==> src/msp_pkg.sv <==
// Purpose: Shared constants, types and state sets of the serial music port.
// Assumes: Core clock of 40 MHz; register port with two address bits.
// Notes:   Every offset, field position, command code and timing count lives here.
package msp_pkg;

    // Register port geometry and offsets.
    localparam int         DATA_W       = 8;
    localparam int         ADDR_W       = 2;
    localparam logic [1:0] OFS_DATA     = 2'h0;
    localparam logic [1:0] OFS_STAT_CMD = 2'h1;
    localparam logic [1:0] OFS_CTRL     = 2'h2;

    // Control register fields and reset value.
    localparam int         CTL_TX_EN_BIT   = 4;
    localparam int         CTL_PT_FIFO_BIT = 5;
    localparam logic [7:0] CTL_RST         = 8'h20;

    // Status register field positions.
    localparam int ST_RX_EMPTY_BIT = 7;
    localparam int ST_TX_FULL_BIT  = 6;
    localparam int ST_RX_FFULL_BIT = 5;
    localparam int ST_MODE_BIT     = 4;
    localparam int ST_OVR_BIT      = 3;
    localparam int ST_TX_FEMPT_BIT = 2;

    // Command codes and the bytes queued in reply.
    localparam logic [7:0] CMD_UART   = 8'h3f;
    localparam logic [7:0] CMD_RESET  = 8'hff;
    localparam logic [7:0] CMD_ZERO_L = 8'ha0;
    localparam logic [7:0] CMD_ZERO_H = 8'ha7;
    localparam logic [7:0] CMD_ZERO_X = 8'hab;
    localparam logic [7:0] CMD_VER    = 8'hac;
    localparam logic [7:0] CMD_REV    = 8'had;
    localparam logic [7:0] CMD_SPEED  = 8'haf;
    localparam logic [7:0] ACK_BYTE   = 8'hfe;
    localparam logic [7:0] RPL_ZERO   = 8'h00;
    localparam logic [7:0] RPL_VER    = 8'h15;
    localparam logic [7:0] RPL_REV    = 8'h01;
    localparam logic [7:0] RPL_SPEED  = 8'h64;

    // Bit timing: 31.25 kbit/s from the core clock.
    localparam int CLK_HZ   = 40_000_000;
    localparam int BAUD_BPS = 31_250;
    localparam int BIT_CYC  = CLK_HZ / BAUD_BPS;
    localparam int HALF_CYC = BIT_CYC / 2;
    localparam int CNT_W    = $clog2(BIT_CYC + 1);
    localparam logic [CNT_W-1:0] BIT_LAST  = CNT_W'(BIT_CYC - 1);
    localparam logic [CNT_W-1:0] HALF_LAST = CNT_W'(HALF_CYC - 1);
    localparam logic [2:0]       LAST_BIT  = 3'h7;

    // One register access from the host.
    typedef struct packed {
        logic [ADDR_W-1:0] addr;
        logic [DATA_W-1:0] wdata;
        logic              wr;
        logic              rd;
    } msp_bus_req_t;

    // Serial engine states.
    typedef enum logic [1:0] {RX_IDLE, RX_START, RX_DATA, RX_STOP} msp_rx_state_t;
    typedef enum logic [1:0] {TX_IDLE, TX_START, TX_DATA, TX_STOP} msp_tx_state_t;

endpackage : msp_pkg

==> src/msp_midi_port.sv <==
// Purpose: Serial music port with pass-through and UART modes, command replies
//          and 16-byte receive and transmit FIFOs.
// Assumes: All inputs synchronous to core_clk_i; reset synchronous, active low.
// Notes:   Register reads answer in the cycle after the read strobe only.
// Function
// - Transmit and receive at fixed 31.25 kbit/s, no rate selection.
// - Frame is one start bit, eight data bits, one stop bit, no parity.
// - Reset gives pass-through with transmit off; data writes dropped unless enabled.
// - Pass-through receives into 16-byte FIFO; data read returns oldest entry.
// - Character arriving into full receive storage is dropped, old data kept.
// - Pass-through command 3Fh enters UART mode and queues FEh.
// - Commands A0h-A7h and ABh queue FEh then 00h.
// - Commands ACh, ADh, AFh queue FEh then 15h, 01h, 64h.
// - FFh resets port and flags then queues FEh; other commands queue FEh.
// - Acknowledge bytes behave like received bytes and clear receive-empty.
// - Entering UART with FIFO disabled drops stored data; receive blocked until read.
// - Commands wait until any started character has finished.
// - UART mode enables transmit, receive and both 16-byte FIFOs.
// - UART data writes enter transmit FIFO; engine sends while data remains.
// - UART FFh returns to initial pass-through; other commands ignored.
// - Leaving UART drops receive FIFO unless pass-through FIFO enabled.
// - Status bit 7 receive empty, bit 6 transmit full; reads leave them.
// - Status bits 5 and 2 track FIFOs only in FIFO modes, else zero.
// - Status bit 3 set on overrun in either mode; cleared by status read.
// - Status bit 4 shows the current operating mode.
`timescale 1ns/1ps
module msp_midi_port #(
    parameter int DEPTH = 16
) (
    // Clock and reset.
    input  wire logic                  core_clk_i,
    input  wire logic                  rstn_i,
    // Register port.
    input  wire msp_pkg::msp_bus_req_t bus_req_i,
    output logic [msp_pkg::DATA_W-1:0] rdata_o,
    // Serial lines.
    input  wire logic                  serial_in_pin_i,
    output logic                       serial_out_pin_o
);
    import msp_pkg::*;

    localparam int           AW       = $clog2(DEPTH);
    localparam logic [AW:0]  LIM_FULL = (AW + 1)'(DEPTH);
    localparam logic [AW:0]  LIM_ONE  = (AW + 1)'(1);

    // Reply byte for a pass-through command: flag in bit 8, data below.
    function automatic logic [8:0] cmd_reply(input logic [7:0] code);
        logic [8:0] r;
        r = {1'b0, RPL_ZERO};
        if ((code >= CMD_ZERO_L && code <= CMD_ZERO_H) || code == CMD_ZERO_X) begin
            r = {1'b1, RPL_ZERO};
        end else if (code == CMD_VER) begin
            r = {1'b1, RPL_VER};
        end else if (code == CMD_REV) begin
            r = {1'b1, RPL_REV};
        end else if (code == CMD_SPEED) begin
            r = {1'b1, RPL_SPEED};
        end
        return r;
    endfunction : cmd_reply

    // Mode, control and flags.
    logic          uart_mode, ovr, rx_block, cmd_pend, reply_pend;
    logic [7:0]    ctl, cmd_code, reply_byte;
    // FIFO storage and pointers.
    logic [7:0]    rx_mem [DEPTH];
    logic [7:0]    tx_mem [DEPTH];
    logic [AW-1:0] rx_rd, rx_wr, tx_rd, tx_wr;
    logic [AW:0]   rx_cnt, tx_cnt;
    // Serial engines.
    msp_rx_state_t    rx_state;
    msp_tx_state_t    tx_state;
    logic [CNT_W-1:0] rx_tmr, tx_tmr;
    logic [2:0]       rx_idx, tx_idx;
    logic [7:0]       rx_shift, tx_shift;
    logic             rx_prev, rx_done;
    // Decoded strobes and derived terms.
    logic       wr_data, wr_cmd, wr_ctl, rd_data, rd_stat;
    logic       fifo_mode, rx_full, tx_full, tx_allow;
    logic       cmd_exec, soft_rst, rx_flush, ack_push;
    logic       rx_req, rx_push, rx_pop, tx_push, tx_pop;
    logic [7:0] rx_req_data;
    logic [7:0] status_word;
    logic [AW:0] lim;

    // Access decode.
    assign wr_data = bus_req_i.wr && bus_req_i.addr == OFS_DATA;
    assign wr_cmd  = bus_req_i.wr && bus_req_i.addr == OFS_STAT_CMD;
    assign wr_ctl  = bus_req_i.wr && bus_req_i.addr == OFS_CTRL;
    assign rd_data = bus_req_i.rd && bus_req_i.addr == OFS_DATA;
    assign rd_stat = bus_req_i.rd && bus_req_i.addr == OFS_STAT_CMD;

    // FIFO depth follows the mode; without FIFOs each side is one byte deep.
    // FIFOs in UART
    assign fifo_mode = uart_mode || ctl[CTL_PT_FIFO_BIT];
    assign lim       = fifo_mode ? LIM_FULL : LIM_ONE;
    assign rx_full   = rx_cnt >= lim;
    assign tx_full   = tx_cnt >= lim;
    assign tx_allow  = uart_mode || ctl[CTL_TX_EN_BIT];

    assign cmd_exec = cmd_pend && rx_state == RX_IDLE && tx_state == TX_IDLE && !rx_done;
    assign soft_rst = cmd_exec && cmd_code == CMD_RESET;
    assign ack_push = cmd_exec && !uart_mode;

    // Flush: pass-through reset, entering UART without FIFO, leaving UART without FIFO.
    // drop on entry
    always_comb begin
        rx_flush = 1'b0;
        if (cmd_exec && !uart_mode) begin
            rx_flush = cmd_code == CMD_RESET ||
                       (cmd_code == CMD_UART && !ctl[CTL_PT_FIFO_BIT]);
        end else if (soft_rst) begin
            rx_flush = !ctl[CTL_PT_FIFO_BIT];
        end
    end

    // Receive-side push source: serial byte, acknowledge, then reply byte.
    // acknowledge as data
    always_comb begin
        rx_req      = 1'b0;
        rx_req_data = rx_shift;
        if (rx_done && !rx_block) begin
            rx_req = 1'b1;
        end else if (ack_push) begin
            rx_req      = 1'b1;
            rx_req_data = ACK_BYTE;
        end else if (reply_pend) begin
            rx_req      = 1'b1;
            rx_req_data = reply_byte;
        end
    end

    assign rx_push = rx_req && (!rx_full || rx_flush);
    assign rx_pop  = rd_data && rx_cnt != '0 && !rx_flush;
    assign tx_push = wr_data && tx_allow && !tx_full && !soft_rst;
    assign tx_pop  = tx_state == TX_IDLE && tx_cnt != '0 && tx_allow && !cmd_exec;

    // Status image assembled from live state.
    always_comb begin
        status_word = 8'h00;
        status_word[ST_RX_EMPTY_BIT] = rx_cnt == '0;
        status_word[ST_TX_FULL_BIT]  = tx_full;
        status_word[ST_RX_FFULL_BIT] = fifo_mode && rx_full;
        status_word[ST_TX_FEMPT_BIT] = fifo_mode && tx_cnt == '0;
        status_word[ST_MODE_BIT]     = uart_mode;
        status_word[ST_OVR_BIT]      = ovr;
    end

    // Command capture and execution bookkeeping.
    // command by write
    always_ff @(posedge core_clk_i) begin
        if (!rstn_i) begin
            cmd_pend <= 1'b0;
            cmd_code <= 8'h00;
        end else if (wr_cmd) begin
            cmd_pend <= 1'b1;
            cmd_code <= bus_req_i.wdata;
        end else if (cmd_exec) begin
            cmd_pend <= 1'b0;
        end
    end

    // Operating mode.
    // enter UART
    always_ff @(posedge core_clk_i) begin
        if (!rstn_i || soft_rst) begin
            uart_mode <= 1'b0;
        end else if (cmd_exec && !uart_mode && cmd_code == CMD_UART) begin
            uart_mode <= 1'b1;
        end
    end

    // Reply byte queued one cycle after the acknowledge.
    // zero reply
    always_ff @(posedge core_clk_i) begin
        if (!rstn_i) begin
            {reply_pend, reply_byte} <= 9'h000;
        end else begin
            // The flag only survives when this cycle queues an acknowledge.
            {reply_pend, reply_byte} <= cmd_reply(cmd_code) & {ack_push, 8'hff};
        end
    end

    // Receive block after entering UART lasts until the next data read.
    // block until read
    always_ff @(posedge core_clk_i) begin
        if (!rstn_i || soft_rst) begin
            rx_block <= 1'b0;
        end else if (cmd_exec && !uart_mode && cmd_code == CMD_UART) begin
            rx_block <= 1'b1;
        end else if (rx_pop) begin
            rx_block <= 1'b0;
        end
    end

    // Control register; the reset command restores its initial value.
    always_ff @(posedge core_clk_i) begin
        if (!rstn_i || soft_rst) begin
            ctl <= CTL_RST;
        end else if (wr_ctl) begin
            ctl <= bus_req_i.wdata;
        end
    end

    // Overrun flag; a new overrun wins over the read that clears it.
    // overrun sticky
    always_ff @(posedge core_clk_i) begin
        if (!rstn_i) begin
            ovr <= 1'b0;
        end else begin
            ovr <= (ovr && !rd_stat && !soft_rst) || (rx_req && !rx_push);
        end
    end

    // Register read data, valid for one cycle after the strobe.
    // oldest entry
    always_ff @(posedge core_clk_i) begin
        rdata_o <= 8'h00;
        if (rstn_i && bus_req_i.rd) begin
            case (bus_req_i.addr)
                OFS_DATA:     rdata_o <= (rx_cnt != '0) ? rx_mem[rx_rd] : 8'h00;
                OFS_STAT_CMD: rdata_o <= status_word;
                OFS_CTRL:     rdata_o <= ctl;
                default:      rdata_o <= 8'h00;
            endcase
        end
    end

    // Receive FIFO storage; a flush restarts writing at slot zero.
    always_ff @(posedge core_clk_i) begin
        if (rx_push) begin
            rx_mem[rx_flush ? '0 : rx_wr] <= rx_req_data;
        end
    end

    // Receive FIFO pointers and fill level.
    always_ff @(posedge core_clk_i) begin
        if (!rstn_i) begin
            rx_rd  <= '0;
            rx_wr  <= '0;
            rx_cnt <= '0;
        end else if (rx_flush) begin
            rx_rd  <= '0;
            rx_wr  <= rx_push ? AW'(1) : '0;
            rx_cnt <= rx_push ? LIM_ONE : '0;
        end else begin
            if (rx_push) rx_wr <= rx_wr + 1'b1;
            if (rx_pop)  rx_rd <= rx_rd + 1'b1;
            case ({rx_push, rx_pop})
                2'b10:   rx_cnt <= rx_cnt + 1'b1;
                2'b01:   rx_cnt <= rx_cnt - 1'b1;
                default: rx_cnt <= rx_cnt;
            endcase
        end
    end

    // Transmit FIFO storage.
    always_ff @(posedge core_clk_i) begin
        if (tx_push) begin
            tx_mem[tx_wr] <= bus_req_i.wdata;
        end
    end

    // Transmit FIFO pointers and fill level; emptied by the reset command.
    always_ff @(posedge core_clk_i) begin
        if (!rstn_i || soft_rst) begin
            tx_rd  <= '0;
            tx_wr  <= '0;
            tx_cnt <= '0;
        end else begin
            if (tx_push) tx_wr <= tx_wr + 1'b1;
            if (tx_pop)  tx_rd <= tx_rd + 1'b1;
            case ({tx_push, tx_pop})
                2'b10:   tx_cnt <= tx_cnt + 1'b1;
                2'b01:   tx_cnt <= tx_cnt - 1'b1;
                default: tx_cnt <= tx_cnt;
            endcase
        end
    end

    // Receiver: half-bit wait after the falling edge, then one bit per period.
    // centre sampling
    always_ff @(posedge core_clk_i) begin
        if (!rstn_i) begin
            rx_state <= RX_IDLE;
            rx_tmr   <= '0;
            rx_idx   <= 3'h0;
            rx_shift <= 8'h00;
            rx_prev  <= 1'b1;
            rx_done  <= 1'b0;
        end else begin
            rx_prev <= serial_in_pin_i;
            rx_done <= 1'b0;
            if (rx_state != RX_IDLE && rx_tmr != '0) begin
                rx_tmr <= rx_tmr - 1'b1;
            end else begin
                case (rx_state)
                    RX_IDLE: begin
                        if (rx_prev && !serial_in_pin_i) begin
                            rx_state <= RX_START;
                            rx_tmr   <= HALF_LAST;
                        end
                    end
                    RX_START: begin
                        // A glitch that is high again at mid-bit is no start.
                        rx_state <= serial_in_pin_i ? RX_IDLE : RX_DATA;
                        rx_tmr   <= BIT_LAST;
                        rx_idx   <= 3'h0;
                    end
                    RX_DATA: begin
                        rx_shift <= {serial_in_pin_i, rx_shift[7:1]};
                        rx_idx   <= rx_idx + 1'b1;
                        rx_tmr   <= BIT_LAST;
                        if (rx_idx == LAST_BIT) rx_state <= RX_STOP;
                    end
                    RX_STOP: begin
                        // A low stop bit marks a broken frame, which is dropped.
                        rx_done  <= serial_in_pin_i;
                        rx_state <= RX_IDLE;
                    end
                    default: rx_state <= RX_IDLE;
                endcase
            end
        end
    end

    // Transmitter: start bit, eight data bits, stop bit, line idles high.
    // send while data
    always_ff @(posedge core_clk_i) begin
        if (!rstn_i) begin
            tx_state         <= TX_IDLE;
            tx_tmr           <= '0;
            tx_idx           <= 3'h0;
            tx_shift         <= 8'h00;
            serial_out_pin_o <= 1'b1;
        end else if (tx_state != TX_IDLE && tx_tmr != '0) begin
            tx_tmr <= tx_tmr - 1'b1;
        end else begin
            case (tx_state)
                TX_IDLE: begin
                    serial_out_pin_o <= 1'b1;
                    if (tx_pop) begin
                        tx_shift         <= tx_mem[tx_rd];
                        serial_out_pin_o <= 1'b0;
                        tx_tmr           <= BIT_LAST;
                        tx_state         <= TX_START;
                    end
                end
                TX_START: begin
                    serial_out_pin_o <= tx_shift[0];
                    tx_shift         <= {1'b0, tx_shift[7:1]};
                    tx_idx           <= 3'h0;
                    tx_tmr           <= BIT_LAST;
                    tx_state         <= TX_DATA;
                end
                TX_DATA: begin
                    tx_tmr <= BIT_LAST;
                    if (tx_idx == LAST_BIT) begin
                        serial_out_pin_o <= 1'b1;
                        tx_state         <= TX_STOP;
                    end else begin
                        serial_out_pin_o <= tx_shift[0];
                        tx_shift         <= {1'b0, tx_shift[7:1]};
                        tx_idx           <= tx_idx + 1'b1;
                    end
                end
                TX_STOP: begin
                    tx_state <= TX_IDLE;
                end
                default: tx_state <= TX_IDLE;
            endcase
        end
    end

endmodule : msp_midi_port

==> config.mk <==
export PLATFORM = sky130hd
export DESIGN_NAME = msp_midi_port
export DESIGN_NICKNAME = d
export VERILOG_FILES = /design/src/msp_pkg.sv /design/src/msp_midi_port.sv
export SDC_FILE = /design/constraint.sdc
export NUM_CORES = 1
export LEC_CHECK = 0
export ABC_AREA = 0
export BUFFER_PORTS_ARGS = -buffer_cell sky130_fd_sc_hd__clkbuf_2
export CAP_MARGIN = 40
export CORE_MARGIN = 10
export CORE_UTILIZATION = 60
export DETAILED_ROUTE_END_ITERATION = 7
export PLACE_DENSITY = 0.88
export SKIP_CTS_REPAIR_TIMING = 1
export SYNTH_ARGS = -nofsm -noshare
export SYNTH_HDL_FRONTEND = slang
export SYNTH_SLANG_ARGS = --single-unit
==> constraint.sdc <==
create_clock -name core_clk_i -period 8.5 [get_ports core_clk_i]
set_clock_uncertainty 0.15 [all_clocks]
set_input_delay 0.85 -clock core_clk_i [delete_from_list [all_inputs] [get_ports core_clk_i]]
set_output_delay 0.85 -clock core_clk_i [all_outputs]
set_load 0.005 [all_outputs]
# Yosys cells after proc, flatten, opt, wreduce, memory -nomap -nowiden
# Memories as Yosys holds them, arrays and structs flattened. A register that Yosys moved wholly into a read port is not among the register bits.
# Cells that the tools add are included.
# Widths: inputs -> output; s select.
[totals]
ramBits = 256
output_inout_bits = 9
n_memories = 2
word_cells = 220
register_bits = 114
[op_classes]
n_lt_le_gt_ge = 4
eq_ne = 27
add_sub_neg = 12
n_mux = 58
n_bitwise = 5
n_reduce_logical = 86
[memory_table]
columns = ["name", "depth", "word_bits", "read_ports", "rd_clocked_by_memory_dff", "write_ports", "line_no", "source"]
rows = [
  ["rx_mem", 16, 8, 1, 1, 1, "msp_midi_port.sv:66", "logic [7:0] rx_mem [DEPTH];"],
  ["tx_mem", 16, 8, 1, 1, 1, "msp_midi_port.sv:67", "logic [7:0] tx_mem [DEPTH];"],
]
[op_table]
columns = ["op", "count"]
rows = [
  ["$mux 8", 6],
  ["$pmux 8 s3", 2],
  ["$mux 9", 5],
  ["$mux 11", 4],
  ["$pmux 11 s2", 2],
  ["$eq 8x8->1 const B", 5],
  ["$logic_and 1x1->1", 32],
  ["$mux 4", 7],
  ["$reduce_bool 11->1", 2],
  ["$sub 11x1->11 const B", 2],
  ["$pmux 5 s2", 2],
  ["$mux 1", 17],
  ["$add 4x1->4 const B", 4],
  ["$pmux 2 s4", 2],
  ["$reduce_bool 2->1", 8],
  ["$eq 2x2->1 const B", 7],
  ["$logic_not 1->1", 13],
  ["$pmux 3 s2", 2],
  ["$reduce_bool 3->1", 4],
  ["$add 5x1->5 const B", 2],
  ["$eq 2x1->1 const B", 5],
  ["$ge 5x5->1", 2],
  ["$logic_not 5->1", 2],
  ["$mux 2", 5],
  ["other kinds (23)", 50],
]

# Longest topological paths before layout
[depth]
word_depth = 12
ltp_mapped = 16

# Worst setup path after synthesis
# Ideal clock, no wire load.
[synth_path]
path_kind = "flip-flop to flip-flop"
from = "register tx_state[0]"
to = "register tx_cnt[4]"
path_buffers = 1
path_stages_with_launch = 17
slack_ns = 5.041
setup_ns = 0.117
synth_period_minus_slack_ns = 3.459
t_arrival_ns = 3.191
path_cell_list = "dfxtp_1 inv_1 ha_1 nand4b_4 or4_4 and3_1 buf_2 inv_1 ha_1 inv_1 fa_1 nor2b_1 o21ai_0 and3_1 nor3_1 xnor2_1 nor2_1"
[synth_between]
elab_chain_cells = 8
elab_cells_between_ends = 15
classes_between = "eq/ne (2); mux (1); reduce/logical (12)"
[synth_lines]
columns = ["element", "line_no", "source"]
rows = [
  ["from (decl)", "msp_midi_port.sv:72", "msp_tx_state_t tx_state;"],
  ["from (signal assigned)", "msp_midi_port.sv:331", "tx_state <= TX_IDLE;"],
  ["from (signal assigned)", "msp_midi_port.sv:346", "tx_state <= TX_START;"],
  ["from (signal assigned)", "msp_midi_port.sv:354", "tx_state <= TX_DATA;"],
  ["$logic_not 2->1 (*)", "msp_midi_port.sv:101, msp_midi_port.sv:136", ""],
  ["$logic_and 1x1->1 (2 in series)", "msp_midi_port.sv:101", "assign cmd_exec = cmd_pend && rx_state == RX_IDLE && tx_state == TX_IDLE && !rx_done;"],
  ["$logic_and 1x1->1", "msp_midi_port.sv:102", "assign soft_rst = cmd_exec && cmd_code == CMD_RESET;"],
  ["$logic_not 1->1", "msp_midi_port.sv:135", "assign tx_push = wr_data && tx_allow && !tx_full && !soft_rst;"],
  ["$logic_and 1x1->1", "msp_midi_port.sv:135", ""],
  ["$eq 2x1->1 or $eq 2x2->1 (tied branches)", "msp_midi_port.sv:273", "case ({tx_push, tx_pop})"],
  ["$pmux 5 s2 or $reduce_bool 2->1 (tied branches)", "--", ""],
  ["to (signal assigned)", "msp_midi_port.sv:274", "2'b10: tx_cnt <= tx_cnt + 1'b1;"],
  ["to (signal assigned)", "msp_midi_port.sv:275", "2'b01: tx_cnt <= tx_cnt - 1'b1;"],
  ["to (signal assigned)", "msp_midi_port.sv:276", "default: tx_cnt <= tx_cnt;"],
  ["to (decl)", "msp_midi_port.sv:69", "logic [AW:0] rx_cnt, tx_cnt;"],
]
# Mark *: on every way between the ends. The rest lies on a longest branch, timed or not.
# A chain may end at the register's enable or synchronous reset.

# Worst setup path in the final report
# Ends and elaborated chain as after synthesis.

==> flow_metrics.tcl <==
set metrics [dict create \
    status "complete, no violations" \
    num_rows 58 \
    reg2regPathDepth 15 \
    synth.distinct_cells 78 \
    grt_overflow 0 \
    worstHoldEndpoint "rx_idx[2]" \
    synth_ff_type "edfxtp_1" \
    synthCells 1080 \
    grt_max_degree 40 \
    dp.cells 1399 \
    layout_worst_path_cycle_share_pct 47.3 \
    synth_nets 1129 \
    port_buffers 23 \
    initial_core_util_pct 61.3 \
    synth_area_leaders "edfxtp_1 49%, dfxtp_1 15%, mux4_2 11%, ha_1 2.6%, nor2_1 2.4%" \
    cts-root-buf "clkbuf_16" \
    final-max-slew-violation-count 0 \
    cts_buffers 36 \
    drt-pass1-iter-count 6 \
    viasPerCell 6.89 \
    period_needed_ns 4.02 \
    drive_gt1_share_pct 17.3 \
    fin_cells 1465 \
    dieArea_um2 32800 \
    slew_headroom_pct 35.8 \
    slowest_delay_ns 0.58 \
    worstPathArrival_ns 4.22 \
    power_switching_uw 882 \
    yosysSeqAreaShare_pct 64.5 \
    gr-usage-all-layers_pct 22.6 \
    core_area_um2 25400 \
    r2r-end "tx_cnt[4]" \
    grt_pass1_vias 9896 \
    grt_first_pass_wirelength_mm 58.8 \
    synth_warnings 0 \
    synth_top_area_share_pct 49.3 \
    antenna_found_initial 1 \
    p_total_mw 3.93 \
    pwr-share-clk_pct 41.6 \
    synthArstFlopShare_pct 0 \
    path_cells "inv_1 -> ha_1 -> nand4b_4 -> or4_4 -> and3_1 -> inv_1 -> ha_1 -> inv_1 -> fa_1 -> nor2b_1 -> o21ai_0 -> and3_1 -> nor3_1 -> xnor2_1 -> nor2_1" \
    final_util_pct 67.7 \
    die_width_um 181 \
    min-delay-start "rx_idx[2]" \
    crit_path_max_fanout 6 \
    hold_class "flip-flop to flip-flop" \
    finalWorstSetupSlack_ns 4.48 \
    cts_buffer_depth 3 \
    start_kind "flip-flop" \
    rsz0062_at_grt "no" \
    synth-edff-count 256 \
    crit_path_top_delay_cell "or4_4" \
    hold_viol 0 \
    irDropWorstVdd_v 0.000219 \
    h-tree-depth 2 \
    drt_wl_total_mm 37.7 \
    synthTopCellsByCount "256 x edfxtp_1, 118 x dfxtp_1, 98 x nor2_1, 92 x nand2_1, 79 x mux4_2" \
    yosys.area.top_type "edfxtp_1" \
    pwr_density_cell_nw_per_um2 228 \
    cap_violations 0 \
    cts_tree "done" \
    p_seq_share_pct 51.3 \
    drc 0 \
    vias 10100 \
    cts_sinks 374 \
    crit_top_cell "inv_1" \
    crit_family "simple AND/OR/NAND/NOR gates" \
    hold_depth 2 \
    ys_ff_latch 374 \
    dieHeight_um 181 \
    syn_avg_cell_area_um2 14.4 \
    drt-initial-drc-count 1574 \
    worst-path-buf-inv 3 \
    power.internal_mw 3.04 \
    hpwl_mm 22.4 \
    ant_nets 0 \
    end_kind "flip-flop" \
    regToRegSetupSlack_ns 4.48 \
    ios 24 \
    routedWlPerCell_um 25.8 \
    place_congestion 0.810 \
    area_growth_pct 10.4 \
    combPwrFrac_pct 7.1 \
    synth.cell_area_um2 15600 \
    switching_share_pct 22.5 \
    setup_viol_count_final 0 \
    clk_latency_ns 0.52 \
    worstPathRequired_ns 8.71 \
    power.leakage_nw 5.72 \
    dp_slack_ns 4.68 \
    final.setup.tns_ns 0 \
    yosysMostFrequentCell "edfxtp_1" \
    clock.fmax_mhz 249 \
    cts.reportedPaths.clkPinSlew_ns 0.06 \
    fin_nets 1157 \
    rr_startpoint "tx_state[0]" \
    crit_type "flip-flop to flip-flop" \
    tightest_slew_ns 0.961 \
]
power by group through the flow:
| stage | Sequential (mW) | Combinational (mW) | Clock [mW] |
|---|---|---|---|
| after floorplan | 2.04 | 0.200 | 0 |
| after global placement | 2.05 | 0.253 | 0 |
| after detailed placement | 2.05 | 0.267 | 0 |
| after CTS | 2.01 | 0.274 | 1.63 |
| after global routing | 2.02 | 0.305 | 1.70 |
| final | 2.02 | 0.278 | 1.63 |
state kept, by name, indices dropped and copies added (netlist names), 2 cells and up, named ones only:
signal,cells
rx_tmr,11
rx_shift,8
rdata_o,8
tx_cnt,5
tx_state,2
tx_idx,3
tx_wr,4
rx_rd,4
rx_cnt,5
rx_idx,3
rx_mem,128
rx_wr,4
tx_tmr,11
cmd_code,8
tx_shift,8
tx_mem,128
tx_rd,4
ctl,8
reply_byte,4
layer usage:
layer | GRT usage, % | vias to the layer above | part of all wire (%)
met3 | 5.00 | 167 | 12
met4 | 8.98 | 0 | 5.0
met5 | 0 | - | 0
met2 | 36.5 | 811 | 48
li1 | - | 4174 | -
met1 | 29.3 | 4935 | 36
placed cells by master, fill, tap and decap left out, types with 10 or more instances in the layout:
cell type	instances
buf_4	11
nand2_1	92
mux2i_1	12
dfxtp_1	115
nor3_1	20
clkbuf_1	10
o21ai_0	18
xor2_1	19
edfxtp_1	256
mux4_2	79
clkbuf_2	23
inv_1	26
clkbuf_16	37
nor2b_1	10
nor2_1	98
ha_1	33
nand3_1	42
nand4_1	11
a21oi_1	64
per-stage QoR:
stage	area, um^2	hold WS [ns]
2_1_floorplan	15600	0.281
3_3_place_gp	16000	0.293
3_5_place_dp	16000	0.300
4_1_cts	17200	0.314
5_1_grt	17200	0.342
6_report	17200	0.311
worst reg2reg max path: stages (launching register included):
cell	delay, ns
dfxtp_1	0.34
inv_1	0.14
ha_1	0.37
nand4b_4	0.21
or4_4	0.59
and3_1	0.23
inv_1	0.12
ha_1	0.24
inv_1	0.12
fa_1	0.40
nor2b_1	0.20
o21ai_0	0.17
and3_1	0.23
nor3_1	0.17
xnor2_1	0.15
nor2_1	0.05
logic make-up after synthesis:
group / Yosys count / share of synthesized area [%]
buffers and inverters: 72 / 1.96
AO/OA/AOI/OAI: 149 / 6.38
AND/OR/NAND/NOR: 332 / 10.6
XOR/XNOR: 28 / 1.57
flip-flops: 374 / 64.5
adder cells (fa/ha/maj): 34 / 2.78
multiplexers: 91 / 12.2
how the worst max path moves through the flow:
stage / startpoint / end / slack (ns) / cells after the start
floorplan: tx_state[0] / tx_cnt[4] / 5.04 / 16
finish: tx_state[0] / tx_cnt[4] / 4.48 / 15
CTS: tx_state[0] / tx_cnt[4] / 4.58 / 15
global placement: tx_state[0] / tx_cnt[4] / 4.84 / 15
global route: rx_state[0] / tx_cnt[4] / 4.29 / 15
detailed placement: rx_state[0] / tx_cnt[4] / 4.68 / 15
layout make-up:
type | instances | area, um^2
Antenna cell | 1 | 2.50
Multi-Input combinational cell | 634 | 5230
Sequential cell | 374 | 10100
Timing Repair Buffer | 36 | 208
Clock buffer | 52 | 1030
Tap cell | 330 | 413
Fill cell | 1522 | 8200
Inverter | 26 | 97.6
Clock inverter | 12 | 163
(Power assumes the default switching activity.)
